### src/core/fpmc_pkg.sv
// Package for the front-panel mode controller: timing, lamp indices, types.
// Assumes a 125 MHz system clock.
package fpmc_pkg;
	localparam int CLK_HZ = 125_000_000;
	localparam int DEBOUNCE_MS = 20;
	localparam int DEBOUNCE_CYC = CLK_HZ / 1000 * DEBOUNCE_MS;
	localparam int SEL_HOLD_MS = 1000;
	localparam int SEL_HOLD_CYC = CLK_HZ / 1000 * SEL_HOLD_MS + 1;
	localparam int POL_HOLD_MS = 1500;
	localparam int POL_HOLD_CYC = CLK_HZ / 1000 * POL_HOLD_MS;
	localparam int FLASH_HALF_MS = 250;
	localparam int FLASH_HALF_CYC = CLK_HZ / 1000 * FLASH_HALF_MS;
	localparam int SLOW_HALF_MS = 1000;
	localparam int SLOW_HALF_CYC = CLK_HZ / 1000 * SLOW_HALF_MS;
	localparam int SCAN_STEP_MS = 500;
	localparam int SCAN_STEP_CYC = CLK_HZ / 1000 * SCAN_STEP_MS;
	localparam int NUM_INPUTS = 3;
	localparam int SAMPLE_W = 24;
	localparam logic [1:0] IN_LAST = 2'h2;
	localparam logic [1:0] IN_FIRST = 2'h0;
	localparam logic [1:0] RATE_441 = 2'h0;
	localparam logic [1:0] RATE_48 = 2'h1;
	localparam logic [1:0] RATE_882 = 2'h2;
	localparam logic [1:0] RATE_96 = 2'h3;
	localparam logic [3:0] LAMPS_UPPER = 4'h3;
	localparam logic [3:0] LAMPS_LOWER = 4'hc;
	localparam logic [3:0] LAMP_ONE = 4'h1;
	localparam logic [2:0] INLAMP_ONE = 3'h1;

	typedef enum logic [2:0] {ST_MUTE, ST_WARM, ST_CAL, ST_ACQ, ST_RUN} fpmc_state_e;

	typedef struct packed {
		logic scan_mode;
		logic crystal_mode;
	} fpmc_nv_s;

	typedef struct packed {
		logic signed [SAMPLE_W-1:0] left;
		logic signed [SAMPLE_W-1:0] right;
	} fpmc_audio_s;
endpackage

### src/core/fpmc_top.sv
// Front-panel supervisory controller: buttons, lamps, start-up, mute, polarity.
// Assumes buttons are raw active-high pins; saved settings come from external storage.
// Functional notes
// - Input-select press advances selection; input lamps always show chosen input.
// - Input-select hold over one second toggles scan and manual mode.
// - Scan/manual mode is saved to storage and restored at power-up.
// - Scan mode press moves to next input with valid signal.
// - Manual mode press moves to next position regardless of signal.
// - Scan mode is the default when no saved setting exists.
// - Selector cycles three inputs: two AES/EBU and one SPDIF.
// - Power-up starts muted before any other step.
// - During warm-up flash the 44.1 and 48 lamps.
// - At temperature, calibrate and flash 88.2 and 96 lamps until done.
// - After calibration in scan mode, find first active input and play.
// - Light the one lamp matching the measured rate of the input.
// - Scan mode with no active input steps inputs forever, updating lamps.
// - Polarity press toggles inversion; invert lamp steady while inverted.
// - Loop clock mode is default; rate lamp blinks slowly.
// - Fixed-crystal mode keeps the rate lamp steadily lit.
// - Clock mode is saved to storage and restored at power-up.
`timescale 1ns/100ps
`default_nettype none
module fpmc_top
	import fpmc_pkg::*;
#(
	parameter int DEB_CYC = DEBOUNCE_CYC,
	parameter int SHOLD_CYC = SEL_HOLD_CYC,
	parameter int PHOLD_CYC = POL_HOLD_CYC,
	parameter int FLASH_CYC = FLASH_HALF_CYC,
	parameter int SLOW_CYC = SLOW_HALF_CYC,
	parameter int STEP_CYC = SCAN_STEP_CYC
) (
	// Clock and reset
	input wire logic MCLK_I,
	input wire logic SRST_I,
	// Buttons (raw pins)
	input wire logic SEL_BTN_I,
	input wire logic POL_BTN_I,
	// Saved settings
	input wire logic NV_VALID_I,
	input wire fpmc_nv_s NV_DATA_I,
	output fpmc_nv_s NV_DATA_O,
	output logic NV_WR_O,
	// Oven, calibration, receivers
	input wire logic OVEN_READY_I,
	output logic CAL_START_O,
	input wire logic CAL_DONE_I,
	input wire logic [NUM_INPUTS-1:0] SIG_VALID_I,
	input wire logic [1:0] RATE_I,
	// Audio
	input wire fpmc_audio_s AUDIO_I,
	output fpmc_audio_s AUDIO_O,
	output logic MUTE_O,
	// Lamps and selection
	output logic [1:0] INPUT_SEL_O,
	output logic [NUM_INPUTS-1:0] INPUT_LAMP_O,
	output logic [3:0] RATE_LAMP_O,
	output logic INVERT_LAMP_O,
	output logic SCAN_MODE_O,
	output logic CRYSTAL_MODE_O
);
	logic [1:0] btn_s1_q, btn_s2_q, btn_db_q;
	logic [31:0] deb_cnt_q [2];
	logic [31:0] hold_cnt_q [2];
	logic [1:0] held_q;
	logic [1:0] short_q, long_q;
	logic [NUM_INPUTS-1:0] vld_s1_q, vld_s2_q;
	logic oven_s1_q, oven_s2_q, cal_s1_q, cal_s2_q;
	logic [31:0] hold_max [2];
	assign hold_max[0] = SHOLD_CYC;
	assign hold_max[1] = PHOLD_CYC;

	// Two-stage syncs, debounce and press timing per button
	genvar g;
	generate
		for (g = 0; g < 2; g++) begin : g_btn
			logic raw;
			assign raw = (g == 0) ? SEL_BTN_I : POL_BTN_I;
			always_ff @(posedge MCLK_I) begin
				if (SRST_I) begin
					btn_s1_q[g] <= 1'b0;
					btn_s2_q[g] <= 1'b0;
				end else begin
					btn_s1_q[g] <= raw;
					btn_s2_q[g] <= btn_s1_q[g];
				end
			end
			always_ff @(posedge MCLK_I) begin
				if (SRST_I) begin
					btn_db_q[g] <= 1'b0;
					deb_cnt_q[g] <= '0;
				end else if (btn_s2_q[g] == btn_db_q[g]) begin
					deb_cnt_q[g] <= '0;
				end else if (deb_cnt_q[g] >= 32'(DEB_CYC - 1)) begin
					btn_db_q[g] <= btn_s2_q[g];
					deb_cnt_q[g] <= '0;
				end else begin
					deb_cnt_q[g] <= deb_cnt_q[g] + 32'h1;
				end
			end
			// Long action fires once at threshold; release after it is no short press
			always_ff @(posedge MCLK_I) begin
				if (SRST_I) begin
					hold_cnt_q[g] <= '0;
					held_q[g] <= 1'b0;
					short_q[g] <= 1'b0;
					long_q[g] <= 1'b0;
				end else begin
					short_q[g] <= 1'b0;
					long_q[g] <= 1'b0;
					if (btn_db_q[g]) begin
						if (!held_q[g] && hold_cnt_q[g] >= hold_max[g] - 32'h1) begin
							held_q[g] <= 1'b1;
							long_q[g] <= 1'b1;
						end else if (!held_q[g]) begin
							hold_cnt_q[g] <= hold_cnt_q[g] + 32'h1;
						end
					end else begin
						if (hold_cnt_q[g] != '0 && !held_q[g])
							short_q[g] <= 1'b1;
						hold_cnt_q[g] <= '0;
						held_q[g] <= 1'b0;
					end
				end
			end
		end
	endgenerate

	always_ff @(posedge MCLK_I) begin
		if (SRST_I) begin
			vld_s1_q <= '0;
			vld_s2_q <= '0;
			oven_s1_q <= 1'b0;
			oven_s2_q <= 1'b0;
			cal_s1_q <= 1'b0;
			cal_s2_q <= 1'b0;
		end else begin
			vld_s1_q <= SIG_VALID_I;
			vld_s2_q <= vld_s1_q;
			oven_s1_q <= OVEN_READY_I;
			oven_s2_q <= oven_s1_q;
			cal_s1_q <= CAL_DONE_I;
			cal_s2_q <= cal_s1_q;
		end
	end

	// Start-up sequence
	fpmc_state_e state_q;
	logic nv_loaded_q;
	always_ff @(posedge MCLK_I) begin
		if (SRST_I) begin
			state_q <= ST_MUTE;
			CAL_START_O <= 1'b0;
		end else begin
			CAL_START_O <= 1'b0;
			case (state_q)
				ST_MUTE: state_q <= ST_WARM;
				ST_WARM: if (oven_s2_q) begin
					state_q <= ST_CAL;
					CAL_START_O <= 1'b1;
				end
				ST_CAL: if (cal_s2_q) state_q <= ST_ACQ;
				ST_ACQ: if (vld_s2_q[INPUT_SEL_O]) state_q <= ST_RUN;
				ST_RUN: if (!vld_s2_q[INPUT_SEL_O]) state_q <= ST_ACQ;
				default: state_q <= ST_MUTE;
			endcase
		end
	end

	// Saved modes: load once after reset, write back on every change
	always_ff @(posedge MCLK_I) begin
		if (SRST_I) begin
			SCAN_MODE_O <= 1'b1;
			CRYSTAL_MODE_O <= 1'b0;
			nv_loaded_q <= 1'b0;
			NV_WR_O <= 1'b0;
			NV_DATA_O <= '0;
		end else begin
			NV_WR_O <= 1'b0;
			if (!nv_loaded_q) begin
				nv_loaded_q <= 1'b1;
				if (NV_VALID_I) begin
					SCAN_MODE_O <= NV_DATA_I.scan_mode;
					CRYSTAL_MODE_O <= NV_DATA_I.crystal_mode;
				end
			end else if (long_q[0] || long_q[1]) begin
				SCAN_MODE_O <= SCAN_MODE_O ^ long_q[0];
				CRYSTAL_MODE_O <= CRYSTAL_MODE_O ^ long_q[1];
				NV_DATA_O.scan_mode <= SCAN_MODE_O ^ long_q[0];
				NV_DATA_O.crystal_mode <= CRYSTAL_MODE_O ^ long_q[1];
				NV_WR_O <= 1'b1;
			end
		end
	end

	// Input selection
	logic [1:0] nxt1, nxt2, nxt3, nxt_valid;
	logic [31:0] step_cnt_q;
	logic step_tick;
	always_comb begin
		nxt1 = (INPUT_SEL_O == IN_LAST) ? IN_FIRST : INPUT_SEL_O + 2'h1;
		nxt2 = (nxt1 == IN_LAST) ? IN_FIRST : nxt1 + 2'h1;
		nxt3 = INPUT_SEL_O;
		if (vld_s2_q[nxt1]) nxt_valid = nxt1;
		else if (vld_s2_q[nxt2]) nxt_valid = nxt2;
		else nxt_valid = nxt3;
	end
	assign step_tick = (step_cnt_q >= 32'(STEP_CYC - 1));
	always_ff @(posedge MCLK_I) begin
		if (SRST_I || state_q != ST_ACQ || !SCAN_MODE_O || vld_s2_q[INPUT_SEL_O])
			step_cnt_q <= '0;
		else if (step_tick)
			step_cnt_q <= '0;
		else
			step_cnt_q <= step_cnt_q + 32'h1;
	end
	always_ff @(posedge MCLK_I) begin
		if (SRST_I) begin
			INPUT_SEL_O <= IN_FIRST;
		end else if (short_q[0]) begin
			INPUT_SEL_O <= SCAN_MODE_O ? nxt_valid : nxt1;
		end else if (state_q == ST_ACQ && SCAN_MODE_O && step_tick) begin
			INPUT_SEL_O <= nxt1;
		end
	end
	always_ff @(posedge MCLK_I) begin
		if (SRST_I) INPUT_LAMP_O <= INLAMP_ONE;
		else INPUT_LAMP_O <= INLAMP_ONE << INPUT_SEL_O;
	end

	// Blink timers
	logic [31:0] fl_cnt_q, sl_cnt_q;
	logic fl_q, sl_q;
	always_ff @(posedge MCLK_I) begin
		if (SRST_I) begin
			fl_cnt_q <= '0;
			fl_q <= 1'b0;
		end else if (fl_cnt_q >= 32'(FLASH_CYC - 1)) begin
			fl_cnt_q <= '0;
			fl_q <= ~fl_q;
		end else begin
			fl_cnt_q <= fl_cnt_q + 32'h1;
		end
	end
	always_ff @(posedge MCLK_I) begin
		if (SRST_I) begin
			sl_cnt_q <= '0;
			sl_q <= 1'b0;
		end else if (sl_cnt_q >= 32'(SLOW_CYC - 1)) begin
			sl_cnt_q <= '0;
			sl_q <= ~sl_q;
		end else begin
			sl_cnt_q <= sl_cnt_q + 32'h1;
		end
	end

	// Rate lamps
	always_ff @(posedge MCLK_I) begin
		if (SRST_I) begin
			RATE_LAMP_O <= '0;
		end else begin
			case (state_q)
				ST_WARM: RATE_LAMP_O <= fl_q ? LAMPS_UPPER : 4'h0;
				ST_CAL: RATE_LAMP_O <= fl_q ? LAMPS_LOWER : 4'h0;
				ST_RUN: RATE_LAMP_O <= (CRYSTAL_MODE_O || sl_q) ?
					(LAMP_ONE << RATE_I) : 4'h0;
				default: RATE_LAMP_O <= 4'h0;
			endcase
		end
	end

	// Polarity, mute and audio path
	always_ff @(posedge MCLK_I) begin
		if (SRST_I) INVERT_LAMP_O <= 1'b0;
		else if (short_q[1]) INVERT_LAMP_O <= ~INVERT_LAMP_O;
	end
	always_ff @(posedge MCLK_I) begin
		if (SRST_I) begin
			MUTE_O <= 1'b1;
			AUDIO_O <= '0;
		end else begin
			MUTE_O <= (state_q != ST_RUN);
			if (state_q != ST_RUN)
				AUDIO_O <= '0;
			else if (INVERT_LAMP_O) begin
				AUDIO_O.left <= -AUDIO_I.left;
				AUDIO_O.right <= -AUDIO_I.right;
			end else
				AUDIO_O <= AUDIO_I;
		end
	end
endmodule // fpmc_top
`default_nettype wire

### config.mk
export PLATFORM = sky130hd
export DESIGN_NAME = fpmc_top
export DESIGN_NICKNAME = d
export VERILOG_FILES = /design/src/core/fpmc_pkg.sv /design/src/core/fpmc_top.sv
export SDC_FILE = /design/constraint.sdc
export NUM_CORES = 1
export LEC_CHECK = 0
export CORE_MARGIN = 2
export CORE_UTILIZATION = 40
export DETAILED_ROUTE_END_ITERATION = 6
export DONT_BUFFER_PORTS = 1
export GPL_ROUTABILITY_DRIVEN = 0
export PLACE_DENSITY = 0.6
export SLEW_MARGIN = 20
export SYNTH_ARGS = -nofsm -noshare
export SYNTH_HDL_FRONTEND = slang
export SYNTH_SLANG_ARGS = --single-unit
### constraint.sdc
create_clock -name MCLK_I -period 6.5 [get_ports MCLK_I]
set_input_delay 0 -clock MCLK_I [delete_from_list [all_inputs] [get_ports MCLK_I]]
set_output_delay 0 -clock MCLK_I [all_outputs]
set_load 0.02 [all_outputs]
Yosys cells after proc, flatten, opt, wreduce, memory -nomap -nowiden
Memory sizes are Yosys's and may differ from the RTL's.
Cells that the tools add are included.
{ "totals": {"elab_cells": 221, "input_bits": 62, "reg_bits": 189, "mem_bits_rw": 128, "memories": 2, "latch_bits": 0, "rom_bits": 0, "out_inout_bits": 65} }
{ "memory_table": {"columns": ["name", "depth", "word_bits", "rd", "rd_clocked_by_memory_dff", "write_ports", "line_no", "source"], "rows": [
  ["deb_cnt_q", 2, 32, 2, 0, 2, "fpmc_top.sv:63", "logic [31:0] deb_cnt_q [2];"],
  ["hold_cnt_q", 2, 32, 2, 0, 2, "fpmc_top.sv:64", "logic [31:0] hold_cnt_q [2];"]
]} }
{ "classes": {"n_lt_le_gt_ge": 10, "n_shift": 2, "n_mul": 0, "div_mod_pow": 0, "n_mux": 86, "n_bitwise": 21, "add_sub_neg": 11, "n_reduce_logical": 35, "eq_ne": 16} }
{ "ops": {"columns": ["operator", "count"], "rows": [
  ["32-bit 2-to-1 mux", 10],
  ["32-bit by 1-bit adder with 32-bit output, second input constant", 7],
  ["32-bit by 22-bit >= comparator with 1-bit output, second input constant", 2],
  ["32-bit by 27-bit >= comparator with 1-bit output, second input constant", 2],
  ["32-bit nonzero test", 2],
  ["1-bit 2-to-1 mux", 56],
  ["48-bit 2-to-1 mux", 1],
  ["24-bit negation", 2],
  ["32-bit by 25-bit >= comparator with 1-bit output, second input constant", 1],
  ["32-bit by 26-bit >= comparator with 1-bit output, second input constant", 1],
  ["32-bit by 28-bit >= comparator with 1-bit output, second input constant", 1],
  ["2-bit OR reduction", 10],
  ["2-bit 2-to-1 mux", 8],
  ["3-bit case mux with 5 select lines", 1],
  ["3-bit 2-to-1 mux", 4],
  ["4-bit case mux with 3 select lines", 1],
  ["1-bit OR", 10],
  ["2-bit AND reduction", 5],
  ["2-bit by 3-bit less-than comparator with 1-bit output, second input constant", 3],
  ["1-bit inverter", 9],
  ["4-bit 2-to-1 mux", 2],
  ["2-bit inequality test, second input constant", 4],
  ["1-bit binary-select mux with 2-bit select", 3],
  ["3-bit by 2-bit == test with 1-bit output, second input constant", 2],
  ["18 further kinds", 34]
]} }

Logic depth before layout (Yosys ltp)
Gate-level depths: netlist of run 1.
{ "logic_depth": {"depth_word": 10, "depth_mapped": 10, "mapped_depth_nobuf": 8} }

Worst setup path after synthesis of run 1
No wires, ideal clock.
{ "synth_timing": {"path_type": "reg2reg", "from": "mem hold_cnt_q[0][7]", "to": "mem hold_cnt_q[0][0] (enable)", "setup_slack_ns": 2.181, "synth_period_minus_slack_ns": 4.319, "n_path_buf": 2, "t_arrival_ns": 3.853, "setup_ns": 0.466, "path_stages_with_launch": 9, "required_time_ns": 6.034, "cell_sequence": "edfxtp_1 > o21ai_0 > a21o_1 > a21oi_1 > o31ai_1 > a21oi_1 > clkbuf_1 > buf_1 > o21ai_0"} }
{ "synth_rtl": {"columns": ["item", "line_no"], "rows": [
  ["start, declared", "fpmc_top.sv:64"]
]} }

Worst setup path after layout of run 1
{ "layout_timing": {"from": "in AUDIO_I[1] (netlist name)", "to": "reg AUDIO_O[20] (netlist name)"} }
{ "layout_between": {"elab_chain_cells": 2} }
{ "layout_lines": {"columns": ["item", "line_no", "source"], "rows": [
  ["start, declared", "fpmc_top.sv:51", "input wire fpmc_audio_s AUDIO_I,"],
  ["24-bit negation", "fpmc_top.sv:287", "AUDIO_O.right <= -AUDIO_I.right;"],
  ["48-bit 2-to-1 mux", "fpmc_top.sv:285", "else if (INVERT_LAMP_O) begin"],
  ["end, declared", "fpmc_top.sv:52", "output fpmc_audio_s AUDIO_O,"]
]} }
Every way passes these cells.
A chain may end at the register's enable or synchronous reset.

==> results of run 1 <==
[power by group through the flow]
stage | combinational, mW | clock, mW | sequential (mW)
floorplan | 0.163 | 0 | 2.19
finish | 0.295 | 2.04 | 2.17
global route | 0.325 | 2.18 | 2.18
global placement | 0.174 | 0 | 2.21
detailed placement | 0.176 | 0 | 2.21
CTS | 0.285 | 2.09 | 2.17
[cells by family (layout without fill, tap and decap cells)]
logic type               after synthesis  after routing  synth area share, %
other                                  2            114              0.05290
XOR/XNOR                             207            207                12.77
AND/OR/NAND/NOR                      696            696                23.94
AO/OA/AOI/OAI                        119            119                5.711
buffers and inverters                 77            196                2.256
adder cells (fa/ha/maj)               11             11               0.9695
multiplexers                           8              8               0.5729
flip-flops                           317            317                53.73
[worst paths after layout]
path                  start  cells past startpoint  slack (ns)        endpoint
max              AUDIO_I[1]                     10        3.71     AUDIO_O[20]
min             AUDIO_I[35]                      5        0.03     AUDIO_O[39]
max reg2reg  INPUT_SEL_O[0]                      4        3.83  step_cnt_q[25]
min reg2reg     btn_s1_q[1]                      1        0.44     btn_s2_q[1]
[registers in the layout, indices dropped and copies added (netlist names), 2 cells and up]
name,count
sl_cnt_q,32
held_q,2
btn_s1_q,2
btn_s2_q,2
short_q,2
hold_cnt_q,64
INPUT_SEL_O,2
long_q,2
btn_db_q,2
step_cnt_q,32
RATE_LAMP_O,4
state_q,3
NV_DATA_O,2
vld_s1_q,3
vld_s2_q,3
INPUT_LAMP_O,3
deb_cnt_q,64
AUDIO_O,48
fl_cnt_q,32
[synthesized netlist by cell type, drive strengths merged, types with 8 or more instances]
cell type / count / share of area [%]
inv: 27 / 0.71
o31ai: 13 / 0.69
nor3: 52 / 1.8
edfxtp: 128 / 27
xnor2: 69 / 4.3
dfxtp: 189 / 27
a21oi: 22 / 0.78
nand2: 88 / 2.3
ha: 11 / 0.97
clkbuf: 31 / 0.82
a31oi: 10 / 0.44
and4: 13 / 0.80
nor4: 26 / 1.1
nor2: 271 / 7.2
xor2: 138 / 8.5
buf: 18 / 0.70
nand4: 43 / 1.9
and2: 8 / 0.35
or4: 11 / 0.61
nand3: 81 / 2.9
and3: 29 / 1.3
nor2b: 30 / 1.3
o21ai: 35 / 1.2
or3: 8 / 0.35
o41ai: 8 / 0.73
[tightest hold or removal path: cells and delay by family]
kind / cells / cell delay, ns
xor gates and xnor gates: 1 / 0.07
AOI/OAI and AO/OA: 1 / 0.12
and+or+nand+nor: 3 / 0.31
[repair_timing]
action	4_1_cts	5_1_grt
endpoints found under the hold margin	91	0
hold buffers	100	0
setup buffers	0	0
[metal layers]
| layer | wire (um) | global-route usage [%] | vias up |
|---|---|---|---|
| met4 | 832 | 5.637 | 0 |
| met1 | 13720 | 21.52 | 4927 |
| li1 | - | - | 5329 |
| met5 | 0 | 0 | - |
| met3 | 1826 | 3.728 | 63 |
| met2 | 13390 | 25.18 | 231 |
[layout make-up]
cell class	count	share of cell area (%)
Timing Repair Buffer	103	6.001
Clock buffer	50	6.204
Inverter	28	0.6102
Sequential cell	317	44.29
Multi-Input combinational cell	1152	38.74
Antenna cell	3	0.04359
Tap cell	455	3.305
Clock inverter	15	0.7991
==> qor.csv, run 1 <==
stage,metric,value,unit
floorplanning,chipWidth,192.4,um
floorplanning,initial_core_util,40.90,%
clock_network,cts_htree_levels,2,
yosys,avgSynthCellArea,9.879,um^2
floorplanning,coreArea,34710,um^2
sta,slew_headroom,32.17,%
worst_setup_path,path_cells,dlygate4sd3_1 -> inv_1 -> ha_1 -> or3b_2 -> nor3_1 -> nand4_1 -> o41ai_1 -> xor2_1 -> dlygate4sd3_1 -> nor2_1,
worst_setup_path,cp-start-kind,input pin,
layout,multiInputGateArea,6673,um^2
clock_network,ctsLongestPathBuffers,3,
yosys,synth_warnings,0,
clock_network,cts_resized,0,
layout,final_util,49.61,%
clock_network,insertion_delay,0.52,ns
worst_setup_path,cp_data_arrival_time,3.15,ns
drt,post_drt_wl_per_cell,14.02,um
floorplanning,num_rows,68,
power_and_ir_drop,switching_power,993.7,uW
layout,instances_no_fill,2123,
run_status,status,"finished, final reports clean",
worst_setup_path,crit_type,input pin to flip-flop,
worst_hold_path,min_path_type,input pin to flip-flop,
yosys,synth-seq-cells,317,
yosys,syn_area,14200,um^2
drt,drc,0,
sta,final_hold_viol_count,0,
layout,nNetsFinal,1711,
floorplanning,die_area,37010,um^2
sta,skew,0.01789,ns
clock_network,cts-root-buf,clkbuf_16,
power_and_ir_drop,power,4.504,mW
sta,min_period,2.795,ns
power_and_ir_drop,power.internal,3.511,mW
placement,pre_cts_slack,3.791,ns
power_and_ir_drop,comb_power_share,6.5,%
sta,fin_ws,3.705,ns
clock_network,cts.reportedPaths.clkPinSlew,0.06,ns
yosys,syn_inst,1437,
yosys,synth_edf_count,128,
worst_setup_path,critPathRequiredTime,6.86,ns
layout,final_cell_mix,"nor2_1, dfxtp_1, xor2_1",
clock_network,cts_tree,built,
placement,dp_hpwl,19.13,mm
drt,dr.pass1.iters,5,
run,drv_cap,0,
worst_setup_path,end_kind,flip-flop,
power_and_ir_drop,power_leakage,6.086,nW
layout,area.sequential,7629,um^2
global_routing,grt_pass1_vias,9958,
placement,place_area,15000,um^2
drt,vias,10550,
worst_setup_path,path_max_fanout,5,
drt,wl,29.77,mm
yosys,async_reset_ff_share,0,%
yosys,synthFlopType,dfxtp_1,
floorplanning,ios,127,
power_and_ir_drop,worst_ir_drop_vdd,196.7,uV
sta,whs,0.02525,ns
global_routing,grt_max_degree,50,
sta,period_share,43.00,%
sta,setup-violations-final,0,
worst_setup_path,critPathMostFrequentCell,dlygate4sd3_1,
global_routing,grt_overflow,0,
placement,dp.cells,1955,
sta,tightest_slew,1.016,ns
floorplanning,die-height,192.4,um
sta,slew_viol_final,0,
layout,fillers,3189,
clock_network,cts_buffers,36,
yosys,yosysUniqueCellTypes,65,
drt,drt_iter0_drc,608,
worst_setup_path,crit_family,simple AND/OR/NAND/NOR gates,
global_routing,grt_pass1_wl,48.67,mm
drt,vias_per_cell,4.969,
yosys,synth_seq_area_share,53.73,%
power_and_ir_drop,seqPwrFrac,48.2,%
sta,grt_setup_unrepaired,no,
sta,tns,0,ns
global_routing,antenna_found_initial,2,
layout,design_area,17220,um^2
sta,fmax,357.8,MHz
layout,area_delta_synth_final,21.32,%
drt,postRouteAntennaNets,0,
worst_setup_path,cp_num_buf_inv,3,
layout,drive_gt1_share,4.865,%
placement,portBuffers,0,
layout,final_common_cell,nor2_1,
power_and_ir_drop,p_sw_share,22.06,%
power_and_ir_drop,p_per_area,261.5,nW/um^2
global_routing,track_usage,15.99,%
clock_network,cts_sinks,317,
worst_setup_path,critical_path.max_stage_delay,0.60,ns
power_and_ir_drop,p_clk_share,45.3,%
worst_setup_path,slowest_stage,dlygate4sd3_1,
No activity file was read; power rests on OpenSTA's default activity.
==> run 2, diff against run 1 <==
--- a/config.mk
+++ b/config.mk
@@ -10,7 +10,7 @@
 export DETAILED_ROUTE_END_ITERATION = 6
 export DONT_BUFFER_PORTS = 1
 export GPL_ROUTABILITY_DRIVEN = 0
-export PLACE_DENSITY = 0.6
+export PLACE_DENSITY = 0.62
 export SLEW_MARGIN = 20
 export SYNTH_ARGS = -nofsm -noshare
 export SYNTH_HDL_FRONTEND = slang
==> constraint.sdc (replaced) <==
create_clock -name MCLK_I -period 2.55 [get_ports MCLK_I]
set_input_delay 0 -clock MCLK_I [delete_from_list [all_inputs] [get_ports MCLK_I]]
set_output_delay 0 -clock MCLK_I [all_outputs]
set_load 0.02 [all_outputs]
==> run 2 against run 1 <==
Clock skew is 0.0030 ns higher; hold slack better by 0.027 ns; worst setup slack worse by 3.7 ns; cell count is 0.99% higher; sequential cell count stayed put; combinational power grew to 2.6 times the previous value; sequential power grew to 2.5 times the previous value; sequential share of layout area is 0.47 points lower; first-iteration DRC count is 18% lower; register-to-register slack worse by 3.8 ns; clock power is 150% higher; critical path type unchanged; largest cell class unchanged.
==> qor.csv, run 2 (same netlist as run 1, synthesis figures left out) <==
stage,metric,value,unit,change
global_routing,grt_pass1_vias,10200,,+2.4%
sta,slew_headroom,34.97,%,+2.8 points
worst_setup_path,crit_family,buffers and inverters,,
power_and_ir_drop,p_clk_share,44.4,%,-0.9 points
worst_hold_path,min_path_type,input pin to flip-flop,,
layout,area_delta_synth_final,22.62,%,
floorplanning,ios,127,,unchanged
layout,final_util,50.14,%,+0.53 points
power_and_ir_drop,comb_power_share,6.8,%,+0.3 points
global_routing,grt_max_degree,50,,unchanged
worst_setup_path,cp_num_buf_inv,2,,-1
clock_network,cts_tree,built,,
layout,nNetsFinal,1733,,+1.3%
power_and_ir_drop,worst_ir_drop_vdd,559.6,uV,+180%
floorplanning,coreArea,34710,um^2,unchanged
layout,fillers,3171,,-0.56%
worst_setup_path,path_cells,dlygate4sd3_1 -> or4_4 -> o41ai_4 -> nand3_2 -> o41ai_4 -> xor2_1 -> dlygate4sd3_1 -> nor2_1,,
layout,final_cell_mix,"nor2_1, dfxtp_1, xor2_1",,
global_routing,track_usage,15.79,%,-0.20 points
run_status,status,"finished, final reports clean",,
drt,wl,29.59,mm,-0.62%
drt,dr.pass1.iters,7,,+2
drt,vias,10620,,+0.67%
run,drv_cap,0,,unchanged
clock_network,cts-root-buf,clkbuf_16,,
power_and_ir_drop,seqPwrFrac,48.8,%,+0.6 points
sta,period_share,98.81,%,
power_and_ir_drop,switching_power,2.531,mW,+150%
layout,reg_top3,"deb_cnt_q x64, hold_cnt_q x64, AUDIO_O x48",,
global_routing,grt_overflow,0,,unchanged
clock_network,insertion_delay,0.53,ns,about the same
drt,postRouteAntennaNets,0,,unchanged
worst_setup_path,path_max_fanout,4,,-1
sta,min_period,2.520,ns,
sta,slew_viol_final,0,,unchanged
worst_setup_path,critical_path.max_stage_delay,0.61,ns,about the same
floorplanning,initial_core_util,40.90,%,unchanged
placement,dp.cells,1979,,+1.2%
clock_network,cts_sinks,317,,unchanged
sta,fmax,396.9,MHz,
layout,final_common_cell,nor2_1,,
floorplanning,die-height,192.4,um,unchanged
sta,tightest_slew,0.9755,ns,-0.04083 ns
worst_setup_path,critPathRequiredTime,2.93,ns,-3.93 ns
drt,drt_iter0_drc,497,,-18%
worst_setup_path,slowest_stage,dlygate4sd3_1,,
sta,setup-violations-final,0,,unchanged
clock_network,cts.reportedPaths.clkPinSlew,0.06,ns,about the same
drt,drc,0,,unchanged
clock_network,cts_htree_levels,2,,unchanged
global_routing,antenna_found_initial,1,,-1
power_and_ir_drop,p_sw_share,22.32,%,+0.26 points
worst_setup_path,crit_type,input pin to flip-flop,,
placement,portBuffers,0,,unchanged
sta,skew,0.02085,ns,+0.002958 ns
worst_setup_path,cp_data_arrival_time,2.90,ns,-0.25 ns
layout,drive_gt1_share,6.339,%,+1.5 points
sta,final_hold_viol_count,0,,unchanged
floorplanning,num_rows,68,,unchanged
floorplanning,die_area,37010,um^2,unchanged
drt,vias_per_cell,4.954,,-0.31%
power_and_ir_drop,power.internal,8.808,mW,+150%
global_routing,grt_pass1_wl,48.19,mm,-0.99%
drt,post_drt_wl_per_cell,13.80,um,-1.6%
worst_setup_path,end_kind,flip-flop,,
floorplanning,chipWidth,192.4,um,unchanged
clock_network,ctsLongestPathBuffers,3,,unchanged
power_and_ir_drop,power_leakage,6.220,nW,+2.2%
power_and_ir_drop,p_per_area,651.4,nW/um^2,+150%
placement,dp_hpwl,19.40,mm,+1.4%
clock_network,cts_buffers,36,,unchanged
layout,instances_no_fill,2144,,+0.99%
worst_setup_path,cp-start-kind,input pin,,
==> run 2: cell count changes in the layout (fill, tap and decap cells not counted), moves of 2 or more <==
cell / delta
buf_12: +2
diode_2: -2
inv_4: -2
bufinv_16: -2
dlymetal6s4s_1: +3
dlygate4sd3_1: -7
buf_4: +24
clkbuf_8: +4
==> run 2: power groups by stage <==
stage | registers (mW) | logic, mW | clock network [mW]
after floorplan | 5.58 | 0.415 | 0
after global placement | 5.63 | 0.473 | 0
after detailed placement | 5.64 | 0.477 | 0
after CTS | 5.53 | 0.731 | 5.19
after global routing | 5.55 | 0.849 | 5.37
final | 5.53 | 0.770 | 5.04
==> run 2: layout make-up <==
| cell class | count | area [um^2] | area share, % |
|---|---|---|---|
| inverter | 28 | 105.1 | 0.6038 |
| clock inverter | 12 | 71.32 | 0.4097 |
| sequential | 317 | 7629 | 43.83 |
| tap | 455 | 569.3 | 3.271 |
| timing repair buffer | 125 | 1221 | 7.016 |
| clock buffer | 54 | 1102 | 6.333 |
| antenna | 1 | 2.502 | 0.01438 |
| multi-input combinational | 1152 | 6706 | 38.53 |
==> run 2: worst reg2reg max path, cell delays in order, from the launching register on <==
cell and delay (ns):
dfxtp_2 0.74, buf_4 0.39, nand2_1 0.11, nand3_1 0.18
a21oi_1 0.10, xor2_1 0.16, dlygate4sd3_1 0.58, nor2_1 0.12
==> run 2: final timing paths <==
| check | startpoint | end | slack, ns | depth (start not counted) |
|---|---|---|---|---|
| min | AUDIO_I[13] | AUDIO_O[15] | 0.05 | 4 |
| max reg2reg | INVERT_LAMP_O | AUDIO_O[45] | 0.08 | 7 |
| min reg2reg | step_cnt_q[0] | step_cnt_q[0] | 0.44 | 1 |
| max | AUDIO_I[3] | AUDIO_O[23] | 0.03 | 8 |
==> run 2: what timing repair did <==
item                                    in CTS  in global routing
setup buffers                                0                  2
endpoints found under the setup margin       0                  9
hold buffers                                94                  2
endpoints found under the hold margin      198                  2
gates resized for setup                      0                  7
==> run 2: routing by layer <==
layer | wire length (um) | vias up | part of all wire, % | track usage [%]
li1 | - | 5377 | - | -
met1 | 13420 | 4960 | 45 | 20.34
met2 | 13890 | 223 | 47 | 26.20
met3 | 1487 | 61 | 5.0 | 3.364
met4 | 782 | 0 | 2.6 | 5.578
met5 | 0 | - | 0 | 0
==> run 2: through the flow <==
step	power (mW)	hold slack [ns]	instance area [um^2]	setup TNS, ns	worst slack (ns)
finish	11.34	0.05227	17410	0	0.03041
global route	11.77	0.06754	17410	-0.05803	-0.04043
CTS	11.45	0.004902	17330	0	0.03016
detailed placement	6.117	0.07965	15210	0	0.2611
global placement	6.107	0.07835	15210	0	0.3266
floorplan	5.999	0.1282	14620	0	0.01410
